**config.mk**
```make
export PLATFORM = sky130hd
export DESIGN_NAME = adcp_top
export DESIGN_NICKNAME = d
export VERILOG_FILES = /design/src/hdl/adcp_pkg.sv /design/src/hdl/adcp_delay_timer.sv /design/src/hdl/adcp_top.sv
export VERILOG_INCLUDE_DIRS = /design/src /design/src/hdl
export SDC_FILE = /design/constraint.sdc
export NUM_CORES = 1
export LEC_CHECK = 0
export BUFFER_PORTS_ARGS = -buffer_cell sky130_fd_sc_hd__buf_4
export CORE_MARGIN = 2
export CORE_UTILIZATION = 40
export DETAILED_ROUTE_END_ITERATION = 6
export GPL_TIMING_DRIVEN = 0
export HOLD_SLACK_MARGIN = 0.05
export SLEW_MARGIN = 10
export SYNTH_ARGS = -nofsm -noshare
export SYNTH_HDL_FRONTEND = slang
export SYNTH_SLANG_ARGS = --single-unit
export TNS_END_PERCENT = 20
```
**constraint.sdc**
```tcl
create_clock -name sys_clk -period 4.28 [get_ports sys_clk]
set_clock_uncertainty 0.15 [all_clocks]
set_input_delay 1.284 -clock sys_clk [delete_from_list [all_inputs] [get_ports sys_clk]]
set_output_delay 1.284 -clock sys_clk [all_outputs]
set_load 0.01 [all_outputs]
```
**src/hdl/adcp_params.svh**
```systemverilog
// register map, field positions, reset values and delay figures of the
// converter accumulate and power control block; definitions only
`ifndef ADCP_PARAMS_SVH
`define ADCP_PARAMS_SVH

// --------------------------------------------------------------------
// special-function register addresses
// --------------------------------------------------------------------
`define ADCP_ADDR_ACC_CFG 8'hba
`define ADCP_ADDR_PWR_CTL 8'hbb
`define ADCP_ADDR_RES_LO 8'hd2
`define ADCP_ADDR_RES_HI 8'hd3

// --------------------------------------------------------------------
// reset values
// --------------------------------------------------------------------
`define ADCP_ACC_CFG_RST 8'h00
`define ADCP_PWR_CTL_RST 8'h0f
`define ADCP_RES_RST 16'h0000

// --------------------------------------------------------------------
// field positions
// --------------------------------------------------------------------
`define ADCP_ACC_EN_BIT 6
`define ADCP_SJ_MSB 5
`define ADCP_SJ_LSB 3
`define ADCP_RPT_MSB 2
`define ADCP_RPT_LSB 0
`define ADCP_LP_BIT 7
`define ADCP_PWR_MSB 3
`define ADCP_PWR_LSB 0

// --------------------------------------------------------------------
// delay figures and formats
// --------------------------------------------------------------------
`define ADCP_PWR_MULT 8'h08
`define ADCP_TRACK_EXTRA 2'h3
`define ADCP_BTRACK_BASE 8'h40
`define ADCP_LEFT_SHIFT 6
`define ADCP_SJ_LEFT 3'h4

`endif

```
**src/hdl/adcp_pkg.sv**
```systemverilog
// types shared by the converter accumulate and power control block
// assumes the params header is compiled alongside
`default_nettype none
package adcp_pkg;
  typedef enum logic [1:0] {
    ADCP_IDLE = 2'b00,
    ADCP_PWRUP = 2'b01,
    ADCP_CONV = 2'b10,
    ADCP_BTRACK = 2'b11
  } adcp_state_t;
endpackage
`default_nettype wire

```
**src/hdl/adcp_delay_timer.sv**
```systemverilog
// delay timer: counts oscillator ticks, then converter clock ticks
// assumes both tick inputs are one-cycle enables on sys_clk
`default_nettype none
module adcp_delay_timer (
  // clock and reset
  input wire logic sys_clk,
  input wire logic sys_rst,
  // control
  input wire logic load,
  input wire logic [7:0] osc_count,
  input wire logic [1:0] sar_count,
  input wire logic osc_tick,
  input wire logic sar_tick,
  // result
  output logic done_q
);
  logic [7:0] osc_cnt_q;
  logic [1:0] sar_cnt_q;
  logic busy_q;

  // --------------------------------------------------------------------
  // countdown: oscillator part first, extra converter clocks after
  // --------------------------------------------------------------------
  always_ff @(posedge sys_clk or posedge sys_rst) begin
    if (sys_rst) begin
      osc_cnt_q <= 8'h00;
      sar_cnt_q <= 2'h0;
      busy_q <= 1'b0;
      done_q <= 1'b0;
    end else begin
      done_q <= 1'b0;
      if (load) begin
        osc_cnt_q <= osc_count;
        sar_cnt_q <= sar_count;
        busy_q <= 1'b1;
      end else if (busy_q) begin
        if (osc_cnt_q != 8'h00) begin
          if (osc_tick) begin
            osc_cnt_q <= osc_cnt_q - 8'h01;
          end
        end else if (sar_cnt_q != 2'h0) begin
          if (sar_tick) begin
            sar_cnt_q <= sar_cnt_q - 2'h1;
          end
        end else begin
          busy_q <= 1'b0;
          done_q <= 1'b1;
        end
      end
    end
  end
endmodule
`default_nettype wire

```
**src/hdl/adcp_top.sv**
```systemverilog
// converter accumulate and power control: two config registers, result
// accumulator with formatted read, burst power-up and track sequencing
// assumes sfr strobes, ticks and converter signals are on sys_clk
//
// Behaviour
// the accumulate-enable bit is write-only and reads back as zero.
// outside burst with accumulate off, the result holds the latest conversion only.
// outside burst with accumulate on, each new result is added into the result.
// shift/justify codes 0-3 right justify with shift 0-3, code 4 left justifies unshifted.
// software must not use shift/justify codes 5 to 7.
// in burst, repeat codes 0-5 run and sum 1, 4, 8, 16, 32 or 64 conversions.
// software keeps the repeat count at zero while burst is off.
// software writes reset values into the reserved bits of both registers.
// the low-power bit cuts buffer power and software then allows longer tracking.
// a burst starts after eight times the power-up field in oscillator cycles.
// delayed tracking adds three converter clocks to the burst power-up delay.
// the done flag is set per conversion outside burst, per burst in burst, cleared by software.
// with delayed tracking, conversion starts three converter clocks after start, tracking meanwhile.
// no inter-conversion track delay comes before the first conversion of a burst.
// formatting is only on the read path; the accumulator keeps the raw sum.
`include "adcp_params.svh"
`default_nettype none
module adcp_top (
  // clock and reset
  input wire logic sys_clk,
  input wire logic sys_rst,
  // register port
  input wire logic [7:0] sfr_addr,
  input wire logic sfr_wr,
  input wire logic sfr_rd,
  input wire logic [7:0] sfr_wdata,
  output logic [7:0] sfr_rdata_q,
  // settings held elsewhere
  input wire logic burst_enable,
  input wire logic delayed_track_select,
  input wire logic [5:0] burst_track_delay,
  // rate enables
  input wire logic high_freq_oscillator_tick,
  input wire logic converter_clock_tick,
  // converter handshake
  input wire logic start_of_conversion,
  input wire logic conv_result_valid,
  input wire logic [9:0] conv_result,
  output logic conv_start_q,
  output logic tracking_q,
  output logic low_power_buffer_enable_q,
  // completion flag
  input wire logic conversion_done_clear,
  output logic conversion_done_flag_q
);
  import adcp_pkg::*;

  logic [7:0] acc_cfg_q;
  logic [7:0] pwr_ctl_q;
  logic accumulate_enable_q;
  logic [15:0] accum_q;
  adcp_state_t state_q;
  logic burst_q;
  logic first_q;
  logic [6:0] remaining_q;
  logic timer_load;
  logic [7:0] timer_osc;
  logic [1:0] timer_sar;
  logic timer_done;
  logic done_set;
  logic take_result;
  logic [15:0] conv_ext;
  logic [15:0] fmt_word;

  // --------------------------------------------------------------------
  // helpers
  // --------------------------------------------------------------------
  function automatic logic [6:0] rpt_count(input logic [2:0] code);
    case (code)
      3'h1: rpt_count = 7'h04;
      3'h2: rpt_count = 7'h08;
      3'h3: rpt_count = 7'h10;
      3'h4: rpt_count = 7'h20;
      3'h5: rpt_count = 7'h40;
      default: rpt_count = 7'h01;
    endcase
  endfunction

  // left justify moves a 10-bit value to the top of the word
  function automatic logic [15:0] fmt_result(input logic [15:0] acc, input logic [2:0] sj);
    if (sj == `ADCP_SJ_LEFT) begin
      fmt_result = acc << `ADCP_LEFT_SHIFT;
    end else begin
      fmt_result = acc >> sj[1:0];
    end
  endfunction

  // --------------------------------------------------------------------
  // register writes
  // --------------------------------------------------------------------
  // reserved bits are stored as written; software keeps them at reset value
  always_ff @(posedge sys_clk or posedge sys_rst) begin
    if (sys_rst) begin
      acc_cfg_q <= `ADCP_ACC_CFG_RST;
      pwr_ctl_q <= `ADCP_PWR_CTL_RST;
    end else if (sfr_wr) begin
      if (sfr_addr == `ADCP_ADDR_ACC_CFG) begin
        acc_cfg_q <= sfr_wdata;
      end
      if (sfr_addr == `ADCP_ADDR_PWR_CTL) begin
        pwr_ctl_q <= sfr_wdata;
      end
    end
  end

  assign accumulate_enable_q = acc_cfg_q[`ADCP_ACC_EN_BIT];

  always_ff @(posedge sys_clk or posedge sys_rst) begin
    if (sys_rst) begin
      low_power_buffer_enable_q <= 1'b0;
    end else begin
      low_power_buffer_enable_q <= pwr_ctl_q[`ADCP_LP_BIT];
    end
  end

  // --------------------------------------------------------------------
  // register reads
  // --------------------------------------------------------------------
  // a function result cannot be part-selected, so the formatted word is a net
  assign fmt_word = fmt_result(accum_q, acc_cfg_q[`ADCP_SJ_MSB:`ADCP_SJ_LSB]);

  always_ff @(posedge sys_clk or posedge sys_rst) begin
    if (sys_rst) begin
      sfr_rdata_q <= 8'h00;
    end else if (sfr_rd) begin
      case (sfr_addr)
        `ADCP_ADDR_ACC_CFG: begin
          sfr_rdata_q <= acc_cfg_q & ~(8'h01 << `ADCP_ACC_EN_BIT);
        end
        `ADCP_ADDR_PWR_CTL: begin
          sfr_rdata_q <= pwr_ctl_q;
        end
        `ADCP_ADDR_RES_LO: begin
          sfr_rdata_q <= fmt_word[7:0];
        end
        `ADCP_ADDR_RES_HI: begin
          sfr_rdata_q <= fmt_word[15:8];
        end
        default: begin
          sfr_rdata_q <= 8'h00;
        end
      endcase
    end
  end

  // --------------------------------------------------------------------
  // sequencer
  // --------------------------------------------------------------------
  always_comb begin
    timer_load = 1'b0;
    timer_osc = 8'h00;
    timer_sar = delayed_track_select ? `ADCP_TRACK_EXTRA : 2'h0;
    unique case (state_q)
      ADCP_IDLE: begin
        if (start_of_conversion && burst_enable) begin
          timer_load = 1'b1;
          timer_osc = `ADCP_PWR_MULT * {4'h0, pwr_ctl_q[`ADCP_PWR_MSB:`ADCP_PWR_LSB]};
        end else if (start_of_conversion && delayed_track_select) begin
          timer_load = 1'b1;
        end
      end
      ADCP_CONV: begin
        if (conv_result_valid && burst_q && remaining_q > 7'h01) begin
          timer_load = 1'b1;
          timer_osc = `ADCP_BTRACK_BASE - {2'h0, burst_track_delay};
        end
      end
      ADCP_PWRUP, ADCP_BTRACK: begin
        timer_load = 1'b0;
      end
    endcase
  end

  assign take_result = (state_q == ADCP_CONV) && conv_result_valid;
  assign done_set = take_result && (!burst_q || remaining_q <= 7'h01);

  always_ff @(posedge sys_clk or posedge sys_rst) begin
    if (sys_rst) begin
      state_q <= ADCP_IDLE;
      burst_q <= 1'b0;
      remaining_q <= 7'h00;
      conv_start_q <= 1'b0;
    end else begin
      conv_start_q <= 1'b0;
      unique case (state_q)
        ADCP_IDLE: begin
          if (start_of_conversion) begin
            burst_q <= burst_enable;
            remaining_q <= burst_enable ? rpt_count(acc_cfg_q[`ADCP_RPT_MSB:`ADCP_RPT_LSB])
                                        : 7'h01;
            if (timer_load) begin
              state_q <= ADCP_PWRUP;
            end else begin
              conv_start_q <= 1'b1;
              state_q <= ADCP_CONV;
            end
          end
        end
        ADCP_PWRUP, ADCP_BTRACK: begin
          if (timer_done) begin
            conv_start_q <= 1'b1;
            state_q <= ADCP_CONV;
          end
        end
        ADCP_CONV: begin
          if (conv_result_valid) begin
            remaining_q <= remaining_q - 7'h01;
            state_q <= timer_load ? ADCP_BTRACK : ADCP_IDLE;
          end
        end
      endcase
    end
  end

  always_ff @(posedge sys_clk or posedge sys_rst) begin
    if (sys_rst) begin
      tracking_q <= 1'b0;
    end else begin
      tracking_q <= timer_load || ((state_q == ADCP_PWRUP || state_q == ADCP_BTRACK)
                                   && !timer_done);
    end
  end

  adcp_delay_timer u_timer (
    .sys_clk(sys_clk),
    .sys_rst(sys_rst),
    .load(timer_load),
    .osc_count(timer_osc),
    .sar_count(timer_sar),
    .osc_tick(high_freq_oscillator_tick),
    .sar_tick(converter_clock_tick),
    .done_q(timer_done)
  );

  // --------------------------------------------------------------------
  // accumulator
  // --------------------------------------------------------------------
  assign conv_ext = {6'h00, conv_result};

  // a result landing with a software write to the same word wins
  always_ff @(posedge sys_clk or posedge sys_rst) begin
    if (sys_rst) begin
      accum_q <= `ADCP_RES_RST;
      first_q <= 1'b0;
    end else begin
      if (state_q == ADCP_IDLE && start_of_conversion) begin
        first_q <= 1'b1;
      end else if (take_result) begin
        first_q <= 1'b0;
      end
      if (take_result) begin
        if (burst_q) begin
          accum_q <= first_q ? conv_ext : accum_q + conv_ext;
        end else if (accumulate_enable_q) begin
          accum_q <= accum_q + conv_ext;
        end else begin
          accum_q <= conv_ext;
        end
      end else if (sfr_wr && sfr_addr == `ADCP_ADDR_RES_LO) begin
        accum_q[7:0] <= sfr_wdata;
      end else if (sfr_wr && sfr_addr == `ADCP_ADDR_RES_HI) begin
        accum_q[15:8] <= sfr_wdata;
      end
    end
  end

  // --------------------------------------------------------------------
  // completion flag: a set in the clearing cycle wins
  // --------------------------------------------------------------------
  always_ff @(posedge sys_clk or posedge sys_rst) begin
    if (sys_rst) begin
      conversion_done_flag_q <= 1'b0;
    end else if (done_set) begin
      conversion_done_flag_q <= 1'b1;
    end else if (conversion_done_clear) begin
      conversion_done_flag_q <= 1'b0;
    end
  end
endmodule
`default_nettype wire

```
# After elaboration in Yosys (flattened, before gate mapping)
# Index checks and enable logic that the tools add are counted.
[word_totals] register_bits=67 latchBits=0 ramBits=0 romBits=0 in_bits=43 output_inout_bits=12 mem_count=0
[classes] add_sub_neg=5 n_mul=0 div_mod_pow=0 magnitude_cmp=2 n_eq_ne=18 shifts=1 mux=53 n_bitwise=0 reduce_logical=37
[op_table] operator="16-bit 2-to-1 mux" n=5
[op_table] operator="8-bit 2-to-1 mux" n=8
[op_table] operator="7-bit one-hot mux with 5 select lines" n=1
[op_table] operator="8-bit equality test, second input constant" n=4
[op_table] operator="8-bit one-hot mux with 4 select lines" n=1
[op_table] operator="7-bit 2-to-1 mux" n=4
[op_table] operator="2-bit 2-to-1 mux" n=11
[op_table] operator="2-bit nonzero test" n=11
[op_table] operator="1-bit 2-to-1 mux" n=18
[op_table] operator="16-bit by 10-bit adder with 16-bit output" n=1
[op_table] operator="8-bit one-hot mux with 2 select lines" n=1
[op_table] operator="16-bit by 2-bit >> shifter with 16-bit output" n=1
[op_table] operator="7-bit one-hot mux with 2 select lines" n=1
[op_table] operator="1-bit logical AND" n=10
[op_table] operator="3-bit equality test, second input constant" n=3
[op_table] operator="3-bit AND reduction" n=3
[op_table] operator="2-bit != test, second input constant" n=4
[op_table] operator="2-bit AND reduction" n=4
[op_table] operator="8-bit nonzero test" n=1
[op_table] operator="7-bit by 6-bit subtractor with 8-bit output, first input constant" n=1
[op_table] operator="8-bit by 1-bit subtractor with 8-bit output, second input constant" n=1
[op_table] operator="7-bit by 1-bit greater-than comparator with 1-bit output, second input constant" n=1
[op_table] operator="7-bit by 1-bit <= comparator with 1-bit output, second input constant" n=1
[op_table] operator="7-bit by 1-bit subtractor with 7-bit output, second input constant" n=1
[op_table] operator="other kinds (14)" n=19

# Depth between registers and ports, before layout
[logic_depth] word_depth=7 mapped_depth=8 depth_no_buf=8

# By module
# From an unflattened synthesis, not the netlist that was laid out.
[hier_totals] hier_cells=491 area_unflattened_um2=4698.3
[by_module_without_submodules] module="adcp_top" instances=1 cells_per_inst=404 area_per_inst_um2=3887.5 seq_area_each_um2=1381.3
[by_module_without_submodules] module="adcp_delay_timer" instances=1 cells_per_inst=87 area_per_inst_um2=810.8 seq_area_each_um2=300.3

# Worst setup path before layout
# OpenSTA, ideal clock, no wires.
[synth_timing] kind="input to register" start="in conv_result[0]" end="reg accum_q[12]" setup_time_ns=0.071 arrival_ns=2.904 t_required_ns=4.059 slack_ns=1.155 stages=8 n_path_buf=0 cell_sequence="ha_1 > fa_1 > a21oi_1 > o211a_1 > o211ai_1 > o211ai_1 > or4_1 > nand4_1"
[synth_via] elab_chain_len=4 elab_cells_between_ends=5 cone_classes="add/sub (1); mux (4)"
[synth_lines] item="from (decl)" line="adcp_top.sv:43" source="input wire logic [9:0] conv_result,"
[synth_lines] item="16-bit by 10-bit adder with 16-bit output *" line="adcp_top.sv:258, adcp_top.sv:260"
[synth_lines] item="16-bit 2-to-1 mux, on equally long branches" line="adcp_top.sv:259, adcp_top.sv:258"
[synth_lines] item="16-bit 2-to-1 mux *" line="adcp_top.sv:257" source="if (burst_q) begin"
[synth_lines] item="16-bit 2-to-1 mux *" line="adcp_top.sv:256" source="if (take_result) begin"
[synth_lines] item="to (signal assigned)" line="adcp_top.sv:258" source="accum_q <= first_q ? conv_ext : accum_q + conv_ext;"
[synth_lines] item="to (signal assigned)" line="adcp_top.sv:260" source="accum_q <= accum_q + conv_ext;"
[synth_lines] item="to (signal assigned)" line="adcp_top.sv:262" source="accum_q <= conv_ext;"
[synth_lines] item="to (decl)" line="adcp_top.sv:56" source="logic [15:0] accum_q;"
# Mark *: on every way between the ends. The rest lies on a longest branch, timed or not.
# A chain may end at the register's enable or synchronous reset.

# Final worst setup path
[layout_timing] start="in conv_result[0]" end="reg accum_q[14]"
# Same word-level chain as after synthesis.

==> results.py <==
metrics = {
    "setup_path": {
        "r2r_start": "accum_q[0]",
        "required_ns": 4.35,
        "reg2reg_depth": 8,
        "path_class": "input pin to flip-flop",
        "r2r-end": "accum_q[12]",
        "critPathCaptureType": "flip-flop",
        "cp.arrival_ns": 3.19,
        "rrSetupSlack_ns": 1.71,
        "worst_setup_path_start_kind": "input pin",
        "path_max_fanout": 5,
    },
    "global_route": {
        "grt_util_met2_pct": 31.7,
        "overflow": 0,
        "grt_use_met3_pct": 2.67,
        "grt_max_degree": 44,
        "grt_pass1_vias": 3769,
        "busiest_layer": "met2",
        "grt_usage_pct": 20.6,
        "antenna_found_initial": 0,
        "grt_use_met1_pct": 30.1,
        "grt_pass1_wl_mm": 19.1,
    },
    "synth": {
        "ys_warn_count": 0,
        "synth-adder-area-share_pct": 4.93,
        "synth_compound_area_share_pct": 21.1,
        "synth_area_leaders": "dfrtp_1, mux2i_1, ha_1",
        "synth_commonest_cells": "dfrtp_1, nand2_1, nor2_1, a21oi_1, o21ai_0",
        "netlist_area_um2": 4470,
        "synth_edf_count": 0,
        "ys_async_sr_fraction_pct": 100,
        "post-synth-top-count-cell": "dfrtp_1",
        "synth_top_family_by_area": "compound AO/OA/AOI/OAI gates",
        "synth_seq_cells": 67,
        "synthFlopType": "dfrtp_1",
        "synth_top_area_cell": "dfrtp_1",
        "syn_area_per_cell_um2": 9.29,
        "synth_top_area_share_pct": 35.3,
        "synth_simple_gate_area_share_pct": 17.9,
        "synthDistinctLibCells": 66,
        "synth_fp_nets": 541,
        "synth.area.mux_share_pct": 12.4,
        "ys_seq_area_share_pct": 37.6,
        "syn_inst": 481,
        "synth-xor-area-share_pct": 2.94,
    },
    "floorplan": {
        "die-height_um": 110,
        "rows": 38,
        "die_w_um": 110,
        "io_pins": 55,
        "initial_utilization_pct": 41.0,
        "die_area_um2": 12000,
        "coreArea_um2": 10900,
    },
    "routing": {
        "wl_mm": 11.5,
        "viasPerCell": 5.67,
        "dr.pass1.iters": 7,
        "vias": 3916,
        "antenna_left": 0,
        "drc": 2,
        "drtIter0Drc": 280,
        "wl_per_cell_um": 16.6,
    },
    "place": {
        "placed_area_um2": 5070,
        "gp_congestion": 0.863,
        "dpl_worst_slack_ns": 0.787,
        "hpwlAfterDp_mm": 8.94,
        "portBuffers": 53,
    },
    "final_layout": {
        "diodes": 0,
        "stdcell_area_um2": 5260,
        "final_util_pct": 48.3,
        "nFillCells": 1060,
        "synthToLayoutAreaGrowth_pct": 17.8,
        "drive_gt1_share_pct": 20.7,
        "final_nets": 606,
    },
    "clock_tree": {
        "cts_tree": "done",
        "clkLatencyLatePin_ns": 0.35,
        "h-tree-depth": 3,
        "cts_buffers": 9,
        "path_clk_slew_ns": 0.07,
        "cts_sinks": 67,
        "root_buffer": "clkbuf_8",
        "clockBufferDepth": 2,
        "cts_hold_buf": 0,
        "ctsResizeCount": 0,
        "post_cts.repair.setup_buffers": 0,
    },
    "sta": {
        "period_share_pct": 72.8,
        "setup_viol": 0,
        "worst_slew_pin_slew_ns": 0.676,
        "min_period_ns": 3.11,
        "finalMaxSlewViolations": 0,
        "slew_headroom_pct": 54.6,
        "timing.final.ws_setup_ns": 1.17,
        "timing.fmax_mhz": 321,
        "rsz0062_at_grt": "false",
        "finalSetupTns_ns": 0,
        "final_hold_viol_count": 0,
    },
    "pwr": {
        "power.total_mw": 2.84,
        "p_leak_nw": 2.33,
        "p_sw_mw": 1.18,
        "seq_power_share_pct": 36.6,
        "swShare_pct": 41.4,
        "powerDensity_nw_per_um2": 540,
        "p_int_mw": 1.66,
        "p_comb_share_pct": 44.9,
        "ir_worst_vdd_mv": 0.228,
        "p_clk_share_pct": 18.5,
    },
    "min_path": {
        "hold_end": "low_power_buffer_enable_q",
        "min_path_type": "flip-flop to flip-flop",
        "holdPathStages": 0,
        "hp-start": "pwr_ctl_q[7]",
    },
    "run_status": {
        "violations": "design-rule violations",
        "status": "finished with violations",
    },
    "run": {
        "maxCapViolations": 0,
    },
}
-- power groups by stage --
stage	Clock, mW	Sequential [mW]	Combinational (mW)
3_3_place_gp	0	1.03	1.25
4_1_cts	0.539	1.03	1.28
3_5_place_dp	0	1.04	1.28
6_report	0.525	1.04	1.28
2_1_floorplan	0	0.967	0.988
5_1_grt	0.566	1.06	1.45
-- metal layers --
layer / wire length (um) / part of all wire, %
met1: 5550 / 48
met2: 5310 / 46
met3: 512 / 4.5
met4: 129 / 1.1
met5: 0 / 0
-- placed cells by master (no fill, tap or decap), types with 8 or more instances in the layout --
master / instances
dfrtp_1: 63
nand3_1: 10
mux2_2: 16
inv_1: 16
o211ai_1: 13
a222oi_1: 8
nand2_1: 48
ha_1: 16
buf_4: 53
nor3_1: 12
a21oi_1: 32
o21ai_0: 32
xnor2_1: 10
a31oi_1: 11
mux2i_1: 24
nor2_1: 40
a21o_1: 10
clkbuf_1: 11
clkbuf_8: 9
nand2b_1: 8
-- cell type report --
class	count	area [um2]	share of cell area, %
Buffer	18	75.1	1.43
Clock buffer	9	124	2.35
Clock inverter	7	67.6	1.28
Inverter	17	66.3	1.26
Multi-Input combinational cell	379	2650	50.3
Sequential cell	67	1680	31.9
Tap cell	140	175	3.33
Timing Repair Buffer	54	425	8.08
-- stage by stage --
stage,hold slack [ns],std cells
floorplan,0.204,481
global placement,0.215,674
detailed placement,0.221,675
CTS,0.240,691
global route,0.250,691
finish,0.239,691
-- how the worst max path moves through the flow --
stage,depth (start not counted),slack (ns),endpoint,start
global placement,2,0.25,accum_q[8],sys_rst
detailed placement,9,0.79,accum_q[14],conv_result[0]
CTS,9,1.15,accum_q[14],conv_result[0]
floorplan,8,1.16,accum_q[12],conv_result[0]
global route,9,1.02,accum_q[14],conv_result[0]
finish,9,1.17,accum_q[14],conv_result[0]
-- registers in the layout, indices dropped and copies added (netlist names), 2 cells and up --
register	flops
accum_q	16
acc_cfg_q	8
pwr_ctl_q	8
sfr_rdata_q	8
u_timer.osc_cnt_q	8
remaining_q	7
state_q	2
u_timer.sar_cnt_q	2
-- kinds of logic after synthesis --
| group | count (synthesis) |
|---|---|
| mux | 46 |
| flops | 67 |
| fa+ha+maj | 17 |
| buf+inv | 35 |
| xor+xnor | 15 |
| compound gates | 141 |
| simple gates | 160 |
-- worst max-delay path, cell delays in order --
cell and delay, ns:
buf_4 0.12, ha_1 0.23, fa_1 0.43, a21oi_1 0.21
o211a_1 0.21, o211ai_1 0.11, o211ai_1 0.25, mux2i_1 0.25
nand4_1 0.09
No activity file was read; power rests on OpenSTA's default activity.
